File: config.mk
export PLATFORM = sky130hd
export DESIGN_NAME = amc_top
export DESIGN_NICKNAME = d
export VERILOG_FILES = /design/src/pkg/amc_pkg.sv /design/src/core/amc_alarm_filter.sv /design/src/core/amc_top.sv
export SDC_FILE = /design/constraint.sdc
export NUM_CORES = 1
export LEC_CHECK = 0
export BUFFER_PORTS_ARGS = -buffer_cell sky130_fd_sc_hd__buf_2
export CORE_MARGIN = 8
export CORE_UTILIZATION = 25
export CTS_CLUSTER_SIZE = 25
export DETAILED_ROUTE_END_ITERATION = 8
export GPL_ROUTABILITY_DRIVEN = 0
export GPL_TIMING_DRIVEN = 0
export SYNTH_ARGS = -nofsm -noshare
export SYNTH_HDL_FRONTEND = slang
export SYNTH_SLANG_ARGS = --single-unit
File: constraint.sdc
create_clock -name core_clk -period 3.05 [get_ports core_clk]
set_input_delay 0.1525 -clock core_clk [delete_from_list [all_inputs] [get_ports core_clk]]
set_output_delay 0.1525 -clock core_clk [all_outputs]
set_load 0.02 [all_outputs]
File: src/pkg/amc_pkg.sv
package amc_pkg;

	// register addresses on the plain register port
	localparam logic [7:0] AMC_ADDR_GEN_CFG = 8'h40;
	localparam logic [7:0] AMC_ADDR_CONV_TIMING = 8'h41;
	localparam logic [7:0] AMC_ADDR_IRQ_STATUS = 8'h60;
	localparam logic [7:0] AMC_ADDR_IRQ_MASK = 8'h61;

	// reset values
	localparam logic [15:0] AMC_GEN_CFG_RST = 16'h3334;
	localparam logic [15:0] AMC_CONV_TIMING_RST = 16'h0555;
	localparam logic [3:0] AMC_IRQ_STATUS_RST = 4'h0;
	localparam logic [3:0] AMC_IRQ_MASK_RST = 4'h0;

	// writable bits; everything else is reserved and reads zero
	localparam logic [15:0] AMC_GEN_CFG_WMASK = 16'h7776;
	localparam logic [15:0] AMC_CONV_TIMING_WMASK = 16'h0777;

	// field positions (low bit of each field)
	localparam int AMC_EXT_FILTER_LSB = 12;
	localparam int AMC_SHUNT_FILTER_LSB = 8;
	localparam int AMC_TEMP_FILTER_LSB = 4;
	localparam int AMC_MODE_BIT = 2;
	localparam int AMC_SHUNT_RANGE_BIT = 1;
	localparam int AMC_TEMP_CONV_LSB = 8;
	localparam int AMC_EXT_CONV_LSB = 4;
	localparam int AMC_SHUNT_CONV_LSB = 0;

	// channel groups, also the sequencer order
	localparam logic [1:0] AMC_GRP_SHUNT = 2'h0;
	localparam logic [1:0] AMC_GRP_EXT = 2'h1;
	localparam logic [1:0] AMC_GRP_TEMP = 2'h2;
	localparam logic [1:0] AMC_GRP_NONE = 2'h3;

	// interrupt status bits
	localparam int AMC_IRQ_SHUNT_ALARM = 0;
	localparam int AMC_IRQ_EXT_ALARM = 1;
	localparam int AMC_IRQ_TEMP_ALARM = 2;
	localparam int AMC_IRQ_PASS_DONE = 3;

	// clock rate and conversion times in microseconds
	localparam int AMC_CLK_MHZ = 250;
	localparam int AMC_CONV_US_0 = 52;
	localparam int AMC_CONV_US_1 = 86;
	localparam int AMC_CONV_US_2 = 152;
	localparam int AMC_CONV_US_3 = 282;
	localparam int AMC_CONV_US_4 = 542;
	localparam int AMC_CONV_US_5 = 1054;
	localparam int AMC_CONV_US_6 = 2076;
	localparam int AMC_CONV_US_7 = 4122;
	localparam int AMC_TIMER_W = 24;

	typedef enum logic [1:0] {
		AMC_SEQ_IDLE = 2'b00,
		AMC_SEQ_CONVERT = 2'b01
	} amc_seq_state_t;

	// conversion time of one unaveraged measurement
	function automatic int amc_conv_us(input logic [2:0] code);
		case (code)
			3'h0: amc_conv_us = AMC_CONV_US_0;
			3'h1: amc_conv_us = AMC_CONV_US_1;
			3'h2: amc_conv_us = AMC_CONV_US_2;
			3'h3: amc_conv_us = AMC_CONV_US_3;
			3'h4: amc_conv_us = AMC_CONV_US_4;
			3'h5: amc_conv_us = AMC_CONV_US_5;
			3'h6: amc_conv_us = AMC_CONV_US_6;
			default: amc_conv_us = AMC_CONV_US_7;
		endcase
	endfunction

	// consecutive out-of-range results needed for an alarm
	function automatic logic [8:0] amc_filter_count(input logic [2:0] code);
		case (code)
			3'h0: amc_filter_count = 9'h001;
			3'h1: amc_filter_count = 9'h004;
			3'h2: amc_filter_count = 9'h008;
			3'h3: amc_filter_count = 9'h010;
			3'h4: amc_filter_count = 9'h020;
			3'h5: amc_filter_count = 9'h040;
			3'h6: amc_filter_count = 9'h080;
			default: amc_filter_count = 9'h100;
		endcase
	endfunction

endpackage

File: src/core/amc_alarm_filter.sv
`timescale 1ns/1ps
`default_nettype none
module amc_alarm_filter
(
	input wire logic core_clk,
	input wire logic rst_n,
	input wire logic [2:0] code,
	input wire logic sample,
	input wire logic out_of_range,
	output logic alarm
);
	import amc_pkg::*;

	logic [8:0] run;
	logic [8:0] thr;
	logic [8:0] next_run;

	// saturate the run at the threshold so it never wraps
	always_comb
	begin
		thr = amc_filter_count(code);
		next_run = (run < thr) ? run + 9'h001 : run;
	end

	// run length and alarm update once per finished conversion
	always_ff @(posedge core_clk or negedge rst_n)
	begin
		if (!rst_n)
		begin
			run <= 9'h000;
			alarm <= 1'b0;
		end
		else if (sample)
		begin
			if (out_of_range)
			begin
				run <= next_run;
				alarm <= (next_run >= thr);
			end
			else
			begin
				run <= 9'h000;
				alarm <= 1'b0;
			end
		end
	end
endmodule
`default_nettype wire

File: src/core/amc_top.sv
// How it works
// - external-input alarm filter at bits 14-12, reset 3, needs 1..256 bad results
// - shunt alarm filter at bits 10-8, reset 3, same count table
// - temperature alarm filter at bits 6-4, reset 3, same count table
// - code 000 alarms on one bad result; others need an unbroken run
// - conversion mode bit 2 resets to 1, so conversions run continuously
// - mode 0 converts the listed groups once, then idles for a trigger
// - mode 1 restarts at the first listed group after each pass
// - shunt range bit 1 resets 0: 0 is 163.84mV, 1 is 40.96mV
// - temperature conversion time at timing bits 10-8, reset 5
// - external-input conversion time at timing bits 6-4, reset 5
// - shunt conversion time at timing bits 2-0, reset 5
// - codes map to 52..4122 us per measurement; reset code is 1054 us
//
// Our own choice: strobed register access.
`timescale 1ns/1ps
`default_nettype none
module amc_top
#(
	parameter int CYCLES_PER_US = amc_pkg::AMC_CLK_MHZ
)
(
	input wire logic core_clk,
	input wire logic arst_n,
	input wire logic [7:0] reg_addr,
	input wire logic [15:0] reg_wr_data,
	input wire logic reg_wr,
	input wire logic reg_rd,
	output logic [15:0] reg_rd_data,
	input wire logic [2:0] seq_group_enable,
	input wire logic conv_trigger,
	input wire logic [2:0] result_out_of_range,
	output logic conv_busy,
	output logic [1:0] conv_group,
	output logic conv_strobe,
	output logic shunt_range,
	output logic [2:0] alarm,
	output logic irq
);
	import amc_pkg::*;

	////////////////////////////////////////////////////////////////////////
	// reset release

	logic rst_meta;
	logic rst_n;

	// two-stage release so the deassertion edge is clean
	always_ff @(posedge core_clk or negedge arst_n)
	begin
		if (!arst_n)
		begin
			rst_meta <= 1'b0;
			rst_n <= 1'b0;
		end
		else
		begin
			rst_meta <= 1'b1;
			rst_n <= rst_meta;
		end
	end

	////////////////////////////////////////////////////////////////////////
	// declarations

	logic [15:0] gen_cfg;
	logic [15:0] conv_timing;
	logic [3:0] irq_status;
	logic [3:0] irq_mask;
	amc_seq_state_t state;
	logic [AMC_TIMER_W-1:0] timer;
	logic [AMC_TIMER_W-1:0] cur_cycles;
	logic [AMC_TIMER_W-1:0] conv_age;
	logic [1:0] grp;
	logic [2:0] filter_alarm;
	logic [2:0] alarm_q;
	logic conv_done;
	logic pass_done;
	logic start_pass;
	logic load;
	logic [1:0] first_grp;
	logic [1:0] after_grp;
	logic [1:0] load_grp;
	logic auto_mode;

	function automatic logic [1:0] next_enabled(input logic [1:0] from, input logic [2:0] en);
		logic [1:0] pick;
		pick = AMC_GRP_NONE;
		for (int i = 2; i >= 0; i--)
		begin
			if (en[i] && (i > int'(from) || from == AMC_GRP_NONE))
				pick = 2'(i);
		end
		return pick;
	endfunction

	function automatic logic [AMC_TIMER_W-1:0] group_cycles(input logic [1:0] g,
		input logic [15:0] t);
		logic [2:0] code;
		code = t[AMC_SHUNT_CONV_LSB +: 3];
		if (g == AMC_GRP_EXT)
			code = t[AMC_EXT_CONV_LSB +: 3];
		else if (g == AMC_GRP_TEMP)
			code = t[AMC_TEMP_CONV_LSB +: 3];
		return AMC_TIMER_W'(amc_conv_us(code) * CYCLES_PER_US);
	endfunction

	////////////////////////////////////////////////////////////////////////
	// register port

	// configuration writes keep only defined bits
	always_ff @(posedge core_clk or negedge rst_n)
	begin
		if (!rst_n)
		begin
			gen_cfg <= AMC_GEN_CFG_RST;
			conv_timing <= AMC_CONV_TIMING_RST;
			irq_mask <= AMC_IRQ_MASK_RST;
		end
		else if (reg_wr)
		begin
			if (reg_addr == AMC_ADDR_GEN_CFG)
				gen_cfg <= reg_wr_data & AMC_GEN_CFG_WMASK;
			if (reg_addr == AMC_ADDR_CONV_TIMING)
				conv_timing <= reg_wr_data & AMC_CONV_TIMING_WMASK;
			if (reg_addr == AMC_ADDR_IRQ_MASK)
				irq_mask <= reg_wr_data[3:0];
		end
	end

	// read data only in the cycle after the strobe; unmapped reads zero
	always_ff @(posedge core_clk or negedge rst_n)
	begin
		if (!rst_n)
			reg_rd_data <= 16'h0000;
		else if (reg_rd)
		begin
			case (reg_addr)
				AMC_ADDR_GEN_CFG: reg_rd_data <= gen_cfg;
				AMC_ADDR_CONV_TIMING: reg_rd_data <= conv_timing;
				AMC_ADDR_IRQ_STATUS: reg_rd_data <= {12'h000, irq_status};
				AMC_ADDR_IRQ_MASK: reg_rd_data <= {12'h000, irq_mask};
				default: reg_rd_data <= 16'h0000;
			endcase
		end
		else
			reg_rd_data <= 16'h0000;
	end

	////////////////////////////////////////////////////////////////////////
	// sequencer

	always_comb
	begin
		auto_mode = gen_cfg[AMC_MODE_BIT];
		first_grp = next_enabled(AMC_GRP_NONE, seq_group_enable);
		after_grp = next_enabled(grp, seq_group_enable);
		conv_done = (state == AMC_SEQ_CONVERT) && (timer == AMC_TIMER_W'(1));
		pass_done = conv_done && (after_grp == AMC_GRP_NONE);
		// auto mode restarts by itself; direct mode waits for a trigger
		start_pass = (first_grp != AMC_GRP_NONE) && (auto_mode || conv_trigger);
		load = ((state == AMC_SEQ_IDLE) && start_pass) ||
			(conv_done && (!pass_done || start_pass && auto_mode));
		load_grp = (conv_done && !pass_done) ? after_grp : first_grp;
	end

	// mode is sampled at the end of a pass, so a change mid-pass finishes it
	always_ff @(posedge core_clk or negedge rst_n)
	begin
		if (!rst_n)
		begin
			state <= AMC_SEQ_IDLE;
			grp <= AMC_GRP_SHUNT;
			timer <= '0;
			cur_cycles <= '0;
		end
		else if (load)
		begin
			state <= AMC_SEQ_CONVERT;
			grp <= load_grp;
			timer <= group_cycles(load_grp, conv_timing);
			cur_cycles <= group_cycles(load_grp, conv_timing);
		end
		else
		begin
			case (state)
				AMC_SEQ_IDLE: state <= AMC_SEQ_IDLE;
				AMC_SEQ_CONVERT:
				begin
					if (conv_done)
						state <= AMC_SEQ_IDLE;
					timer <= timer - AMC_TIMER_W'(1);
				end
				default: state <= AMC_SEQ_IDLE;
			endcase
		end
	end

	// sequencer status pins
	always_ff @(posedge core_clk or negedge rst_n)
	begin
		if (!rst_n)
		begin
			conv_busy <= 1'b0;
			conv_group <= AMC_GRP_SHUNT;
			conv_strobe <= 1'b0;
			shunt_range <= 1'b0;
		end
		else
		begin
			conv_busy <= load || (state == AMC_SEQ_CONVERT && !conv_done);
			conv_group <= load ? load_grp : grp;
			conv_strobe <= conv_done;
			shunt_range <= gen_cfg[AMC_SHUNT_RANGE_BIT];
		end
	end

	////////////////////////////////////////////////////////////////////////
	// alarm filters, one per group

	for (genvar g = 0; g < 3; g++)
	begin : g_filter
		localparam int LSB = (g == 0) ? AMC_SHUNT_FILTER_LSB :
			(g == 1) ? AMC_EXT_FILTER_LSB : AMC_TEMP_FILTER_LSB;
		amc_alarm_filter u_filter
		(
			.core_clk(core_clk),
			.rst_n(rst_n),
			.code(gen_cfg[LSB +: 3]),
			.sample(conv_done && grp == 2'(g)),
			.out_of_range(result_out_of_range[g]),
			.alarm(filter_alarm[g])
		);
	end

	assign alarm = filter_alarm;

	////////////////////////////////////////////////////////////////////////
	// interrupts

	// set beats a same-cycle write-one clear, so no event is lost
	always_ff @(posedge core_clk or negedge rst_n)
	begin
		if (!rst_n)
		begin
			irq_status <= AMC_IRQ_STATUS_RST;
			alarm_q <= 3'h0;
			irq <= 1'b0;
		end
		else
		begin
			alarm_q <= filter_alarm;
			irq_status <= (irq_status &
				~((reg_wr && reg_addr == AMC_ADDR_IRQ_STATUS) ? reg_wr_data[3:0] : 4'h0)) |
				{pass_done, filter_alarm & ~alarm_q};
			irq <= |(irq_status & irq_mask);
		end
	end

	////////////////////////////////////////////////////////////////////////
	// checks

	// age of the running conversion, read only by the checks
	always_ff @(posedge core_clk or negedge rst_n)
	begin
		if (!rst_n)
			conv_age <= '0;
		else if (load)
			conv_age <= '0;
		else
			conv_age <= conv_age + AMC_TIMER_W'(1);
	end
endmodule
`default_nettype wire

==> metrics.csv <==
metric;value;unit
CP endpoint;timer[20]$_DFFE_PN0P_;
status;complete, but fails checks;
Initial DRC Count;442;
DP Area;10200;sq um
critical path endpoint category;register;
cts bufs inserted;9;
Reg-to-Reg Start;timer[1]$_DFFE_PN0P_;
DR WL/cell;15.6;um
share of layout cells above drive strength 1;33.7;%
FP Rows;69;
largest area contributor in the netlist;dfrtp_1;
first-pass GRT wire length;39100;um
final WL;24600;um
slowest stage delay, CP;570;ps
# placed instances;1474;
Worst Skew;11.5;ps
Final Instance Area;12000;sq um
largest net degree at the start of global routing;70;
Max-Cap Viols;0;
width of the chip;205;um
RR Endpoint;timer[20]$_DFFE_PN0P_;
Post-Syn Instances;958;
fin crit period;7450;ps
initial core utilization;25.2;%
actual slew at the worst max-slew pin;857;ps
final setup margin;-4400;ps
Post-Layout Cell Count;1573;
total congestion overflow;0;
vias in the first global route;7417;
port bufs;50;
Initial DRT Pass Iterations;4;
post-synthesis sequential area ratio;30.2;%
cell-internal power;3880;uW
Main synth FF type;dfrtp_1;
Switch Pwr;2540;uW
number of synthesis warnings;0;
top-count cell post-synth;ha_1;
Commonest cells post-synth;ha_1 (106), dfrtp_1 (94), inv_1 (89), nand2_1 (69), nor2_1 (63);
dpl ws;-4740;ps
CP top delay family;adder cells;
Routed Antenna Nets;0;
Total GRT Usage;11.5;%
critical path class;reg -> reg;
Seq pwr share;28.1;%
Power Density;533;nW/um^2
f_max;134;MHz
via count;7493;
Syn Std Cell Area;8920;sq um
Worst EP required;3310;ps
Area growth syn-to-layout;35.0;%
Syn Area/Cell;9.31;sq um
clk_lat worst skew;370;ps
I/O Pins;60;
H-tree lvl count;3;
most used cell, CP;ha_4;
Yosys reg bits;107;
RSZ-0062 raised after global routing;true;
Die Footprint;42000;sq um
combinational cell fraction of total power;51.6;%
fin util;34.0;%
number of flops mapped to enable cells by yosys;0;
CP startpoint;timer[1]$_DFFE_PN0P_;
Worst VDD drop;0.000301;V
max-slew violations;0;
antenna cells;0;
r2r setup slk;-4400;ps
initial antenna violation count;0;
Yosys top cell area share;26.4;%
hold crit path type;in -> reg;
Critical Path AT;7710;ps
clock-pin slew on the worst setup and hold paths;90;ps
die height;205;um
ys async rst share;100;%
P_leak;0.00540;uW
Distinct cells, synth;79;
CTS tree;yes;
Crit path depth;26;
Slew HR;42.9;%
post-DP HPWL;17500;um
Final Setup Violations;31;
power share of the clock group;20.3;%
Worst Reg-to-Reg Cells;26;
clk sinks;107;
failing checks;setup timing;
FILL cells;3555;
core area;35400;sq um
slowest stage cell, crit path;fa_1;
clk buf depth;2;
Final Hold Fails;0;
Worst setup SP type;register;
synth top area cells;dfrtp_1 (26%), ha_1 (15%), fa_1 (6.7%);
crit path buf inv count;3;
Layout Nets;1278;
via/cell ratio;4.76;
critical path peak fanout;5;
Clk Tree Root Cell;clkbuf_16;
Period Utilization, post-route;244;%
Sw Share;39.6;%
Residual DRC;0;
[power by group through the flow]
stage	clock (uW)	combinational (uW)	sequential, uW
detailed placement	0	2320	1820
global placement	0	2280	1820
global route	1400	3630	1830
CTS	1340	2830	1790
floorplan	0	1770	1790
finish	1300	3310	1800
[cells in the final DEF (no fill, tap or decap), drive strengths merged, types with 5 or more instances in the layout]
cell type  count
xor2          16
nand3         33
nor4          12
inv           94
conb           6
o21ai         54
or3           12
dfrtp         94
xnor2         42
and2           9
mux2i          9
and3          14
a21oi         41
mux2          23
fa            30
clkbuf        19
nor3          21
nor2          63
a21o          19
dfstp         13
nand2         70
nand4         15
o31ai         19
or4            6
nand2b         8
o21a          10
nand3b        11
ha           106
buf          163
o22ai          5
or3b           7
[repair_timing]
action,4_1_cts,5_1_grt
hold endpoints to repair,2,0
gates resized for setup,96,91
hold buffers,1,0
setup buffers,63,30
cloned,3,1
setup endpoints to repair,58,57
pin swaps,66,69
[layout make-up]
class | count | area (sq um) | area share [%]
plain buffers | 28 | 228 | 1.89
clock buffers | 9 | 225 | 1.87
clock inverters | 7 | 103 | 0.852
inverters | 92 | 350 | 2.91
multi-input cells | 722 | 6710 | 55.7
flip-flops and latches | 107 | 2700 | 22.4
well taps | 461 | 577 | 4.79
repair buffers | 147 | 1150 | 9.58
[stage by stage]
| stage | TNS [ps] | power [uW] | hold slack (ps) |
|---|---|---|---|
| 2_1_floorplan | -60400 | 3560 | -143 |
| 3_3_place_gp | -86850 | 4100 | -60.4 |
| 3_5_place_dp | -86700 | 4130 | -58.9 |
| 4_1_cts | -67610 | 5960 | 0.888 |
| 5_1_grt | -74330 | 6860 | 11.2 |
| 6_report | -69120 | 6420 | 11.7 |
[logic make-up after synthesis]
family                   count (synthesis)  share of synthesized area, %
AND/OR/NAND/NOR                        294                          17.1
AO/OA/AOI/OAI                          194                          14.7
adder cells (fa/ha/maj)                136                          21.6
buffers and inverters                  133                          6.19
flip-flops                             107                          30.2
XOR/XNOR                                58                          5.69
multiplexers                            34                          4.42
other                                    2                        0.0842
[worst min path at each step]
stage                                    to            start  depth (start not counted)
finish              gen_cfg[12]$_DFFE_PN1P_  reg_wr_data[12]                          2
global route        gen_cfg[12]$_DFFE_PN1P_  reg_wr_data[12]                          2
CTS                 gen_cfg[12]$_DFFE_PN1P_  reg_wr_data[12]                          2
detailed placement       rst_meta$_DFF_PN0_           arst_n                          1
global placement         rst_meta$_DFF_PN0_           arst_n                          1
floorplan                rst_meta$_DFF_PN0_           arst_n                          0
[state kept, by name, indices dropped and copies added, names as in the netlist, 2 cells and up]
| signal | flops |
|---|---|
| reg_rd_data | 13 |
| timer | 24 |
| gen_cfg | 11 |
| g_filter.u_filter.run | 27 |
| alarm_q | 3 |
| g_filter.u_filter.alarm | 3 |
| conv_group | 2 |
| conv_timing | 9 |
| irq_mask | 4 |
| irq_status | 4 |
[metal layers]
metal | vias up | GRT usage [%] | part of all wire, %
met1 | 3699 | 15.1 | 47
met3 | 20 | 2.28 | 3.6
li1 | 3666 | - | -
met4 | 0 | 2.32 | 1.1
met2 | 108 | 19.2 | 49
met5 | - | 0 | 0
(Power assumes the default switching activity.)
